--- config.mk ---
export PLATFORM = sky130hd
export DESIGN_NAME = ctmc_charge_time_unit
export DESIGN_NICKNAME = d
export VERILOG_FILES = /design/src/inc/ctmc_pkg.sv /design/src/rtl/ctmc_charge_time_unit.sv
export SDC_FILE = /design/constraint.sdc
export NUM_CORES = 1
export LEC_CHECK = 0
export BUFFER_PORTS_ARGS = -buffer_cell sky130_fd_sc_hd__buf_2
export CAP_MARGIN = 20
export CORE_MARGIN = 10
export CORE_UTILIZATION = 55
export CTS_BUF_LIST = sky130_fd_sc_hd__clkbuf_4 sky130_fd_sc_hd__clkbuf_8
export DETAILED_ROUTE_END_ITERATION = 12
export GPL_TIMING_DRIVEN = 0
export HOLD_SLACK_MARGIN = 0.1
export PLACE_DENSITY = 0.76
export SLEW_MARGIN = 20
export SYNTH_ARGS = -nofsm -noshare
export SYNTH_HDL_FRONTEND = slang
export SYNTH_SLANG_ARGS = --single-unit
--- constraint.sdc ---
create_clock -name i_clk_sys -period 1.88 [get_ports i_clk_sys]
set_input_delay 0.376 -clock i_clk_sys [delete_from_list [all_inputs] [get_ports i_clk_sys]]
set_output_delay 0.376 -clock i_clk_sys [all_outputs]
set_load 0.01 [all_outputs]
--- src/inc/ctmc_pkg.sv ---
// Purpose: Shared constants and types for the charge-time measure control block.
// Assumes: An 8-bit register port with a three-bit word address.
// Notes: Every offset and register layout used by the logic lives here, with the 8-bit register reset value RST_REG.
package ctmc_pkg;

    // Register port widths.
    localparam int ADDR_W = 3;
    localparam int DATA_W = 8;

    // Register offsets.
    localparam logic [ADDR_W-1:0] OFS_CTRL_HIGH = 3'h0;
    localparam logic [ADDR_W-1:0] OFS_CTRL_LOW = 3'h1;
    localparam logic [ADDR_W-1:0] OFS_CURRENT = 3'h2;
    localparam logic [ADDR_W-1:0] OFS_IRQ_STATUS = 3'h3;
    localparam logic [ADDR_W-1:0] OFS_IRQ_MASK = 3'h4;

    // Reset values: every register clears.
    localparam logic [DATA_W-1:0] RST_REG = 8'h00;

    // Number of edge sources and interrupt events.
    localparam int NUM_SRC = 4;
    localparam int NUM_EVT = 4;

    // Interrupt event positions.
    localparam int EVT_EDGE_ONE = 0;
    localparam int EVT_EDGE_TWO = 1;
    localparam int EVT_PULSE_DONE = 2;
    localparam int EVT_ABORT = 3;

    // Current range code that switches the source off.
    localparam logic [1:0] RANGE_OFF = 2'h0;

    // Control high register layout, bit 7 first.
    typedef struct packed {
        logic enable;
        logic unused6;
        logic idle_stop_select;
        logic delay_gen_enable;
        logic edge_pass_enable;
        logic edge_order_enable;
        logic source_ground_control;
        logic trig_enable;
    } ctmc_ctrl_high_type;

    // Control low register layout, bit 7 first.
    typedef struct packed {
        logic edge_two_pol;
        logic [1:0] edge_two_sel;
        logic edge_one_pol;
        logic [1:0] edge_one_sel;
        logic edge_two_flag;
        logic edge_one_flag;
    } ctmc_ctrl_low_type;

    // Current control register layout.
    typedef struct packed {
        logic [5:0] trim;
        logic [1:0] range;
    } ctmc_current_type;

endpackage : ctmc_pkg

--- src/rtl/ctmc_charge_time_unit.sv ---
// Purpose: Digital control of the charge-time unit: edge flags, current source gating,
// delay pulse generation, low-power gating and interrupts.
// Assumes: All inputs are synchronous to i_clk_sys; edge sources are levels.
// Notes: Register reads return data in the cycle after the read strobe.
// Edge flags may also be written by software; a hardware event wins a same-cycle clear.
// The comparator trip stands in for edge two while delay generation is on.
`timescale 1ns/1ps

module ctmc_charge_time_unit (
    // Clock and reset.
    input wire logic i_clk_sys,
    input wire logic i_reset_n,
    // Register port.
    input wire logic [ctmc_pkg::ADDR_W-1:0] i_addr,
    input wire logic [ctmc_pkg::DATA_W-1:0] i_wdata,
    input wire logic i_wr,
    input wire logic i_rd,
    output logic [ctmc_pkg::DATA_W-1:0] o_rdata,
    // Edge sources, comparator and power state.
    input wire logic [ctmc_pkg::NUM_SRC-1:0] i_edge_src,
    input wire logic i_cmp_trip,
    input wire logic i_sleep,
    input wire logic i_idle,
    // Analog control and trigger outputs.
    output logic o_current_enable,
    output logic [1:0] o_current_range,
    output logic [5:0] o_current_trim,
    output logic o_source_ground,
    output logic o_pulse_out,
    output logic o_adc_trigger,
    // Interrupt.
    output logic o_irq
);

    logic [1:0] rst_sync;
    logic rst_n;
    ctmc_pkg::ctmc_ctrl_high_type ctrl_h;
    ctmc_pkg::ctmc_ctrl_low_type ctrl_l;
    ctmc_pkg::ctmc_current_type cur;
    logic [ctmc_pkg::NUM_EVT-1:0] irq_status;
    logic [ctmc_pkg::NUM_EVT-1:0] irq_mask;
    logic [ctmc_pkg::NUM_SRC-1:0] src_q;
    logic pd_q;

    // Reset release through two flip-flops.
    always_ff @(posedge i_clk_sys or negedge i_reset_n) begin
        if (!i_reset_n) begin
            rst_sync <= 2'h0;
        end else begin
            rst_sync <= {rst_sync[0], 1'b1};
        end
    end
    assign rst_n = rst_sync[1];

    // Address decode of the register port.
    wire wr_high = i_wr && (i_addr == ctmc_pkg::OFS_CTRL_HIGH);
    wire wr_low = i_wr && (i_addr == ctmc_pkg::OFS_CTRL_LOW);
    wire wr_cur = i_wr && (i_addr == ctmc_pkg::OFS_CURRENT);
    wire wr_stat = i_wr && (i_addr == ctmc_pkg::OFS_IRQ_STATUS);
    wire wr_mask = i_wr && (i_addr == ctmc_pkg::OFS_IRQ_MASK);
    ctmc_pkg::ctmc_ctrl_low_type wlow;
    assign wlow = i_wdata;
    ctmc_pkg::ctmc_ctrl_high_type whigh;
    assign whigh = i_wdata;

    // Control high write value; bit 6 is not implemented and always reads zero.
    ctmc_pkg::ctmc_ctrl_high_type next_high;
    always_comb begin
        next_high = whigh;
        next_high.unused6 = 1'b0;
    end

    // Edge detection per source; polarity picks rising or falling.
    wire [ctmc_pkg::NUM_SRC-1:0] rise = i_edge_src & ~src_q;
    wire [ctmc_pkg::NUM_SRC-1:0] fall = ~i_edge_src & src_q;
    wire hit_one = ctrl_l.edge_one_pol ? rise[ctrl_l.edge_one_sel] : fall[ctrl_l.edge_one_sel];
    wire hit_two = ctrl_l.edge_two_pol ? rise[ctrl_l.edge_two_sel] : fall[ctrl_l.edge_two_sel];

    // Low-power gating: Sleep always, Idle only when stop is selected.
    // Idle without stop selected keeps running.
    wire idle_stop = i_idle && ctrl_h.idle_stop_select;
    wire powered_down = i_sleep || idle_stop;

    // Charging request from the flags, before low-power gating.
    wire charge_req = ctrl_h.enable && ctrl_l.edge_one_flag && !ctrl_l.edge_two_flag;

    // Delay mode: the comparator trip while charging acts as the second edge.
    // Using the comparator instead of a timer keeps the pulse width set by the capacitor.
    wire pulse_trip = ctrl_h.delay_gen_enable && charge_req && i_cmp_trip;

    // Accepted edge events, passed only while edge pass enable is set; edge order blocks edge two only, the pulse trip bypasses both.
    wire evt_one = ctrl_h.enable && ctrl_h.edge_pass_enable && hit_one;
    wire order_ok = !ctrl_h.edge_order_enable || ctrl_l.edge_one_flag;
    wire evt_two = (ctrl_h.enable && ctrl_h.edge_pass_enable && hit_two && order_ok)
                   || pulse_trip;

    // Abort: the source is cut while a charge is in progress.
    // Only the entry into power-down is flagged, so a long Sleep raises one event.
    wire evt_abort = charge_req && powered_down && !pd_q;
    wire [ctmc_pkg::NUM_EVT-1:0] events = {evt_abort, pulse_trip, evt_two, evt_one};

    // Write-one-to-clear mask for the status register.
    wire [ctmc_pkg::NUM_EVT-1:0] stat_clear = wr_stat ? i_wdata[ctmc_pkg::NUM_EVT-1:0] : '0;

    // Next values of the edge flags; an event wins over a software clear.
    wire next_flag_one = (wr_low ? wlow.edge_one_flag : ctrl_l.edge_one_flag) || evt_one;
    wire next_flag_two = (wr_low ? wlow.edge_two_flag : ctrl_l.edge_two_flag) || evt_two;

    // Next value of the current source enable.
    // A zero range code also holds the source off, so no charge flows unasked.
    wire next_current = charge_req && !powered_down && (cur.range != ctmc_pkg::RANGE_OFF);

    // Read data selection; unmapped offsets read as zero.
    logic [ctmc_pkg::DATA_W-1:0] rd_sel;
    assign rd_sel = (i_addr == ctmc_pkg::OFS_CTRL_HIGH) ? ctrl_h :
                    (i_addr == ctmc_pkg::OFS_CTRL_LOW) ? ctrl_l :
                    (i_addr == ctmc_pkg::OFS_CURRENT) ? cur :
                    (i_addr == ctmc_pkg::OFS_IRQ_STATUS) ? {4'h0, irq_status} :
                    (i_addr == ctmc_pkg::OFS_IRQ_MASK) ? {4'h0, irq_mask} :
                    ctmc_pkg::RST_REG;

    // Control registers, cleared by any reset.
    // reset clears all.
    always_ff @(posedge i_clk_sys or negedge rst_n) begin
        if (!rst_n) begin
            ctrl_h <= ctmc_pkg::RST_REG;
            ctrl_l <= ctmc_pkg::RST_REG;
            cur <= ctmc_pkg::RST_REG;
            irq_mask <= 4'h0;
        end else begin
            if (wr_high) begin
                ctrl_h <= next_high;
            end
            if (wr_low) begin
                ctrl_l[7:2] <= wlow[7:2];
            end
            ctrl_l.edge_one_flag <= next_flag_one;
            ctrl_l.edge_two_flag <= next_flag_two;
            if (wr_cur) begin
                cur <= i_wdata;
            end
            if (wr_mask) begin
                irq_mask <= i_wdata[ctmc_pkg::NUM_EVT-1:0];
            end
        end
    end

    // Sticky interrupt status; set wins over a write-one clear.
    // abort is reported.
    always_ff @(posedge i_clk_sys or negedge rst_n) begin
        if (!rst_n) begin
            irq_status <= 4'h0;
        end else begin
            irq_status <= (irq_status & ~stat_clear) | events;
        end
    end

    // Source history and power-down history.
    always_ff @(posedge i_clk_sys or negedge rst_n) begin
        if (!rst_n) begin
            src_q <= 4'h0;
            pd_q <= 1'b0;
        end else begin
            src_q <= i_edge_src;
            pd_q <= powered_down;
        end
    end

    // Current enable, source ground and pulse outputs, all registered.
    // charge window, power gating.
    always_ff @(posedge i_clk_sys or negedge rst_n) begin
        if (!rst_n) begin
            o_current_enable <= 1'b0;
            o_source_ground <= 1'b0;
            o_pulse_out <= 1'b0;
            o_adc_trigger <= 1'b0;
            o_rdata <= ctmc_pkg::RST_REG;
        end else begin
            o_current_enable <= next_current;
            o_source_ground <= ctrl_h.source_ground_control;
            // pulse spans the charge to the trip.
            o_pulse_out <= ctrl_h.delay_gen_enable && next_current && !pulse_trip;
            o_adc_trigger <= ctrl_h.trig_enable && evt_two;
            o_rdata <= i_rd ? rd_sel : ctmc_pkg::RST_REG;
        end
    end

    // Current range and trim go straight to the analog source.
    assign o_current_range = cur.range;
    assign o_current_trim = cur.trim;

    // Level interrupt while any unmasked status bit is set.
    assign o_irq = |(irq_status & irq_mask);
endmodule : ctmc_charge_time_unit

-- Yosys cells after proc, flatten, opt, wreduce, memory -nomap -nowiden
Index checks and enable logic that the tools add are counted.
W data, S select, Z words.
- register bits: 50
- bits in latches: 0
- bits in writable memories: 0
- memory bits (read-only): 0
- bits of input ports: 22
- logic and storage cells: 92
- memories kept: 0
- add/sub/neg operators: 0
- $mul: 0
- divide/modulo/power cells: 0
- $lt $le $gt $ge: 2
- equal/unequal tests: 4
- shift-type cells: 0
- mux-type cells: 19
- bitwise operators: 8
- reduce and logical (&&, ||, !) cells: 34
- operators with widths (operator ; number):
    $mux W8 ; 4
    $logic_and A1 B1 Y1 ; 21
    $and A4 B4 Y4 ; 4
    $mux W4 ; 3
    $not A4 Y4 ; 3
    $bmux W1 S2 ; 4
    $mux W1 ; 8
    $eq A3 B2 Y1 const B ; 2
    $lt A2 B3 Y1 const B ; 2
    $logic_not A1 Y1 ; 5
    $logic_or A1 B1 Y1 ; 5
    $or A4 B4 Y4 ; 1
    $reduce_or A4 Y1 ; 1
    $eq A3 B1 Y1 const B ; 1
    $eq A3 B3 Y1 const B ; 1
    $logic_not A3 Y1 ; 1
    $reduce_bool A2 Y1 ; 1

-- Depth between registers and ports, before layout
Gate-level depths: netlist of run 1.
- depth in word-level cells: 9
- depth in mapped cells: 6
- gate-level depth less buffers: 4

-- Least setup slack after synthesis of run 1
OpenSTA, ideal clock, no wires.
- path kind: input port to flip-flop
- start: input port i_addr[0] (netlist bit)
- end: register cur (netlist bit o_current_range[0])
- data arrival time: 1479 ps
- path slack: 276 ps
- cell stages on the path: 4
- path through: clkbuf_1 > nor4b_1 > buf_2 > mux2_2
- longest elaborated chain between the ends: 2
- ends and longest elaborated chain (item ; RTL line ; RTL):
    start: declaration ; ctmc_charge_time_unit.sv:14 ; input wire logic [ctmc_pkg::ADDR_W-1:0] i_addr,
    $eq A3 B2 Y1 ; ctmc_charge_time_unit.sv:58 ; wire wr_cur = i_wr && (i_addr == ctmc_pkg::OFS_CURRENT);
    $logic_and A1 B1 Y1 ; ctmc_charge_time_unit.sv:58 ;
    end signal: assignment ; ctmc_charge_time_unit.sv:128 ; cur <= ctmc_pkg::RST_REG;
    end signal: assignment ; ctmc_charge_time_unit.sv:140 ; cur <= i_wdata;
    end: declaration ; ctmc_charge_time_unit.sv:39 ; ctmc_pkg::ctmc_current_type cur;
Every way passes these cells.
A chain may end at the register's enable or synchronous reset.

-- Worst setup path in the final report of run 1
- start: input port i_addr[0] (netlist bit)
- end: register cur (netlist bit o_current_trim[4])
The elaborated chain is that of the path after synthesis.

==> results of run 1 <==
==> state kept, by name, indices dropped and copies added (netlist names), 4 cells and up <==
register and flops:
ctrl_h 7, ctrl_l 8, irq_mask 4, irq_status 4
o_current_trim 6, o_rdata 8, src_q 4
==> cells in the final DEF (no fill, tap or decap), types with 2 or more instances in the layout <==
master	n
nand2_1	16
a21oi_1	7
or3b_2	2
o221ai_1	4
nand3_1	3
nand2b_1	6
dfrtp_1	49
nor2b_1	10
bufinv_16	2
mux2i_1	5
nor2_1	18
and4b_1	2
nand3b_1	4
nor4b_1	2
mux4_2	2
mux2_2	22
o22ai_1	3
inv_1	5
a22oi_1	3
clkbuf_8	6
clkbuf_1	4
nor4bb_1	2
o21ai_0	6
buf_2	45
and3_1	2
==> per-layer routing <==
metal	track usage (%)	part of all wire, %	vias up
li1	-	-	811
met1	18.3	45	873
met2	23.5	48	47
met3	5.22	6.4	5
met4	3.89	0.92	0
met5	0	0	-
==> cell usage after synthesis (all sizes together), types with 2 or more instances <==
cell     n  area (um^2)
dfrtp   50         1250
mux2    22          248
nor2    20         98.8
nand2   16         60.1
nor2b   10         62.6
a21oi    7         35.0
inv      6         22.5
nand2b   6         37.5
o21ai    6         30.0
mux2i    5         50.1
buf      4         26.3
clkbuf   4         15.0
nand3b   4         30.0
o221ai   4         35.0
a22oi    3         22.5
nand3    3         15.0
nor4b    3         32.5
o22ai    3         18.8
or3b     3         26.3
and3     2         12.5
and4b    2         20.0
mux4     2         45.0
nor4bb   2         20.0
==> through the flow <==
stage | cell area (um^2) | setup TNS [ns] | hold slack, ns | worst slack, ns
global placement | 2570 | -6.19 | 0.163 | -0.147
global route | 2760 | 0 | 0.224 | 0.0808
finish | 2760 | 0 | 0.197 | 0.152
CTS | 2750 | 0 | 0.211 | 0.0912
floorplan | 2300 | 0 | 0.0804 | 0.276
detailed placement | 2600 | -0.457 | 0.164 | -0.116
==> worst max-delay path, stage by stage <==
cell	delay, ns
buf_2	0.11
clkbuf_1	0.22
nor4b_1	0.49
buf_2	0.35
mux2_2	0.37
==> power by group through the flow <==
| stage | logic, mW | clock network [mW] | registers [mW] |
|---|---|---|---|
| 2_1_floorplan | 0.389 | 0 | 1.48 |
| 3_3_place_gp | 0.589 | 0 | 1.50 |
| 3_5_place_dp | 0.626 | 0 | 1.50 |
| 4_1_cts | 0.636 | 0.937 | 1.48 |
| 5_1_grt | 0.700 | 0.971 | 1.51 |
| 6_report | 0.633 | 0.928 | 1.48 |
==> worst max path at each step <==
stage	end	depth (start not counted)	startpoint	slack, ns
floorplan	o_current_range[0]	4	i_addr[0]	0.28
global placement	o_current_trim[0]	5	i_addr[0]	-0.15
detailed placement	o_current_trim[0]	5	i_addr[0]	-0.12
CTS	ctrl_l[1]	4	ctrl_l[5]	0.09
global route	ctrl_l[1]	4	ctrl_l[5]	0.08
finish	o_current_trim[4]	5	i_addr[0]	0.15
==> final cells by class <==
class	count	share of cell area (%)
sequential	50	45.4
multi-input combinational	134	36.1
tap	50	2.27
timing repair buffer	44	8.71
buffer	8	1.50
clock inverter	2	2.18
inverter	6	0.817
clock buffer	6	2.99
==> cell families (layout without fill, tap and decap cells) <==
logic type	count (synthesis)	in the layout	synth area share, %
compound gates	30	30	8.91
buf+inv	14	66	2.77
flops	50	50	54.3
mux	29	29	14.9
other cells	1	1	0.163
simple gates	74	74	18.9
==> timing repair <==
| item | CTS | global route |
|---|---|---|
| endpoints found under the hold margin | 2 | 0 |
| hold buffers | 1 | 0 |
| buffers inserted | 0 | 0 |
| endpoints found under the setup margin | 0 | 3 |
| resized for setup | 0 | 1 |
==> results by group, run 1 <==
Clock tree
  • # H-tree levels: 2
  • Clk Latency, worst-skew pair: 0.30 ns
  • Root Buffer: clkbuf_8
  • Deepest clock path buffer count: 2
  • CTS tree: yes
  • TritonCTS buffer count: 5
  • CTS sink cnt: 50
  • Worst-path clk slew: 0.09 ns

STA
  • Slew Viols, Final: 0
  • Setup-failing EPs final: 0
  • Achievable Freq: 579 MHz
  • RSZ-0062 raised after global routing: false
  • Worst Tran Pin Value: 0.500 ns
  • Period utilization: 91.9%
  • Final Hold Fails: 0
  • Fin crit period: 1.73 ns
  • Setup Skew: 0.00379 ns
  • Relative slew slack: 66.6%

Floorplanning
  • Core ar.: 4030 um^2
  • Die area: 7170 um^2
  • Ports: 43
  • Die Height: 84.7 um
  • Cell Rows: 23
  • Die W: 84.7 um
  • Initial Utilization: 57.1%

Route
  • DRT Pass-1 Iters: 4
  • Initial detailed-routing violation count: 118
  • ANT nets after route: 0
  • Routed WL: 5310 um
  • DR WL/cell: 17.7 um
  • Vias: 1736
  • Vias/cell: 5.79
  • Drt drc: 0

Critical path
  • R2R setup slack: 0.16 ns
  • Worst R2R End: ctrl_l[1]
  • Critical path type: in2reg
  • CP endpoint kind: flop
  • Crit Path Max Fanout: 10
  • Crit path required time: 2.07 ns
  • Worst path arrival time: 1.92 ns
  • CP Launch Type: input pin
  • R2r startpoint: ctrl_l[5]
  • Reg2Reg Depth: 4

Run status
  • Status: completed

Placed design
  • Hpwl dp: 3930 um
  • # placed instances: 291
  • RePlAce Congestion: 0.823
  • Port buffer count: 42

Final layout
  • Share of cells above drive strength 1: 34.8%
  • Area used by multi-input combinational logic: 996 um^2
  • NumNets Final: 271
  • Final non-filler cell total: 300
  • Register area: 1250 um^2
  • Filler cells: 306
  • Fin util: 68.4%
  • Area grow syn2layout: 19.8%
  • Diodes inserted: 0

Synthesis
  • Sequential share of the synthesized area: 54.3%
  • Syn_nets: 220
  • Async SR Flop Fraction: 100%
  • Post-synth EDFFs: 0
  • Netlist cell types: 40
  • Synthesized area: 2300 um^2
  • Mean Syn Cell Area: 11.6 um^2
  • Top_reg_cell synth: dfrtp_1
  • Ys Warns: 0
  • Cells after Synth: 198
  • Synth Register Bits: 50

Global routing
  • Largest net degree at the start of global routing: 33
  • Antenna violations before repair: 0
  • Number of global-route vias before repair: 1775
  • First-pass GRT wire length: 8720 um
  • Total GRT Usage: 14.7%
  • Final global-route overflow total: 0

Power and ir drop
  • Combinational power share: 20.8%
  • Leakage Power: 1.28 nW
  • Switching Power: 0.865 mW
  • Peak supply drop: 0.823 mV
  • Part of the power in the clock network: 30.5%
  • Pwr dens: 1100 nW/um^2
  • Sequential power share: 48.7%
  • Cell internal pwr: 2.18 mW
  • Design Power: 3.04 mW
  • Switching share of power: 28.4%

Worst hold path
  • Worst Hold Class: reg2async

Run
  • Max cap viols: 0
Power figures use the tool's default switching activity.
==> run 2: changes to the inputs <==
CELL_PAD_IN_SITES_DETAIL_PLACEMENT = 2   (was unset)
CELL_PAD_IN_SITES_GLOBAL_PLACEMENT = 2   (was unset)
CORE_MARGIN = 5   (was 10)
CORE_UTILIZATION = 37   (was 55)
PLACE_DENSITY = 0.78   (was 0.76)
==> run 2 against run 1 <==
Compared with the run above: count of clock-buffer cells in the layout unchanged; register-to-register slack got worse by 0.07 ns; sequential cell count unchanged; sequential power about the same; clock power decreased by 28%; global-route usage increased by 3.8 points; non-clock buffer count increased by 1; routed wire length increased by 26%; critical path depth decreased by 1; largest cell class unchanged; largest power group unchanged; highest routed layer unchanged.
==> results by group, run 2 (same netlist as run 1, synthesis figures left out) <==
Run status
  • Status: completed (unchanged)

Run
  • Max cap viols: 0 (unchanged)

Critical path
  • CP max stage delay: 0.49 ns (about the same)
  • R2r startpoint: ctrl_l[5] (unchanged)
  • Critical path type: reg2reg (was in2reg)
  • CP endpoint kind: flop (unchanged)
  • Worst path arrival time: 1.97 ns (was 1.92 ns)
  • Reg2Reg Depth: 4 (unchanged)
  • CP Launch Type: flop (was input pin)
  • Crit path required time: 2.06 ns (was 2.07 ns)
  • R2R setup slack: 0.09 ns (was 0.16 ns)
  • CP Buf/Inv Count: 0 (was 3)
  • CP top delay family: compound AO/OA/AOI/OAI gates (was buffers and inverters)
  • CP Cell Sequence: and4b_1 > o41a_1 > o31ai_4 > a21boi_1 (was buf_2 > clkbuf_1 > nor4b_1 > buf_2 > mux2_2)
  • Crit Path Max Fanout: 8 (was 10)
  • Slowest CP cell: dfrtp_1 (was nor4b_1)
  • Worst R2R End: o_adc_trigger (was ctrl_l[1])

Global routing
  • First-pass GRT wire length: 10800 um (was 8720 um)
  • Number of global-route vias before repair: 2048 (was 1775)
  • Antenna violations before repair: 0 (unchanged)
  • Largest net degree at the start of global routing: 23 (was 33)
  • Final global-route overflow total: 0 (unchanged)
  • Total GRT Usage: 18.5% (was 14.7%)

Clock tree
  • TritonCTS buffer count: 5 (unchanged)
  • Clk Latency, worst-skew pair: 0.31 ns (was 0.30 ns)
  • Root Buffer: clkbuf_8 (unchanged)
  • CTS sink cnt: 50 (unchanged)
  • # H-tree levels: 2 (unchanged)
  • CTS tree: yes (unchanged)
  • Deepest clock path buffer count: 2 (unchanged)
  • Worst-path clk slew: 0.09 ns (about the same)

STA
  • Worst Tran Pin Value: 0.637 ns (was 0.500 ns)
  • Setup Skew: 0.00795 ns (was 0.00379 ns)
  • RSZ-0062 raised after global routing: false (unchanged)
  • Fin crit period: 1.79 ns (was 1.73 ns)
  • Period utilization: 95.0% (was 91.9%)
  • Setup-failing EPs final: 0 (unchanged)
  • Achievable Freq: 560 MHz (was 579 MHz)
  • Hold WS: 0.137 ns (was 0.197 ns)
  • Slew Viols, Final: 0 (unchanged)
  • Final Hold Fails: 0 (unchanged)
  • Relative slew slack: 57.4% (was 66.6%)

Floorplanning
  • Die W: 88.9 um (was 84.7 um)
  • Initial Utilization: 38.4% (was 57.1%)
  • Ports: 43 (unchanged)
  • Die area: 7900 um^2 (was 7170 um^2)
  • Die Height: 88.9 um (was 84.7 um)
  • Cell Rows: 28 (was 23)
  • Core ar.: 5990 um^2 (was 4030 um^2)

Final layout
  • Register area: 1250 um^2 (unchanged)
  • Non-Filler Cell Area, Final: 2780 um^2 (was 2760 um^2)
  • Most common library cell in the layout ignoring fill and taps: dfrtp_1 (unchanged)
  • Area used by multi-input combinational logic: 1000 um^2 (was 996 um^2)
  • Share of cells above drive strength 1: 35.5% (was 34.8%)
  • Diodes inserted: 0 (unchanged)
  • Commonest cells after routing, fill and taps aside: dfrtp_1, buf_2, mux2_2, nor2_1, nand2_1 (unchanged)
  • NumNets Final: 272 (was 271)
  • Area grow syn2layout: 20.5% (was 19.8%)
  • Filler cells: 632 (was 306)
  • Top Registers: ctrl_l: 8 flops, o_rdata: 8 flops, ctrl_h: 7 flops (unchanged)

Route
  • Drt drc: 0 (unchanged)
  • DR WL/cell: 20.5 um (was 17.7 um)
  • Initial detailed-routing violation count: 65 (was 118)
  • Vias/cell: 5.46 (was 5.79)
  • DRT Pass-1 Iters: 4 (unchanged)
  • Vias: 1781 (was 1736)
  • Routed WL: 6690 um (was 5310 um)
  • ANT nets after route: 0 (unchanged)

Placed design
  • Placement Cell Area: 2660 um^2 (was 2600 um^2)
  • RePlAce Congestion: 0.757 (was 0.823)
  • Hpwl dp: 4810 um (was 3930 um)
  • Port buffer count: 42 (unchanged)

Worst hold path
  • Worst Hold Class: reg2async (unchanged)

Power and ir drop
  • Peak supply drop: 0.423 mV (was 0.823 mV)
  • Leakage Power: 1.27 nW (was 1.28 nW)
  • Pwr dens: 1020 nW/um^2 (was 1100 nW/um^2)
## run 2: cell count changes in the layout (fill, tap and decap cells not counted), sizes merged
| cell | previous run | this run |
|---|---|---|
| buf | 47 | 48 |
| bufinv | 2 | 0 |
| clkinv | 0 | 1 |
| clkinvlp | 0 | 1 |
## run 2: cell type report
type	count	area share, %
plain buffers	8	1.49
clock buffers	6	2.98
clock inverters	2	0.451
inverters	6	0.812
multi-input cells	134	36.1
flip-flops and latches	50	45.1
well taps	75	3.38
repair buffers	45	9.65
## run 2: repair_timing
item	CTS	global route
hold buffers	1	0
setup buffers	0	0
resized for setup	0	2
hold endpoints to repair	2	0
endpoints found under the setup margin	0	7
## run 2: metrics by stage
step / setup WS [ns] / util [%] / power (mW) / setup TNS (ns) / std cells
after floorplan: 0.276 / - / 1.87 / 0 / 198
after global placement: -0.244 / 43.5 / 2.11 / -12.62 / 315
after detailed placement: -0.273 / 44.3 / 2.16 / -1.69 / 317
after global routing: 0.0364 / 46.3 / 3.01 / 0 / 326
after CTS: 0.00195 / 46.1 / 2.86 / 0 / 326
final: 0.0935 / 46.3 / 2.83 / 0 / 326
## run 2: worst max-delay path by stage
stage,start,endpoint,slack [ns],depth (start not counted)
detailed placement,i_addr[0],o_current_trim[1],-0.27,5
global placement,rst_sync[1],o_current_trim[3],-0.24,0
CTS,ctrl_l[5],o_adc_trigger,0.002,4
floorplan,i_addr[0],o_current_range[0],0.28,4
finish,ctrl_l[5],o_adc_trigger,0.09,4
global route,ctrl_l[5],o_adc_trigger,0.04,4
## run 2: report_power, final
| group | switching, mW | leakage (nW) | internal, mW |
|---|---|---|---|
| sequential | 0.210 | 0.611 | 1.29 |
| clock | 0.375 | 0.0472 | 0.297 |
| combinational | 0.335 | 0.615 | 0.328 |
## run 2: metal layers
metal | routed length, um | up-vias | track usage (%)
met5 | 0 | - | 0
met4 | 85 | 0 | 5.49
met3 | 281 | 8 | 3.07
met2 | 3380 | 36 | 31.8
met1 | 2950 | 932 | 23.8
li1 | - | 805 | -
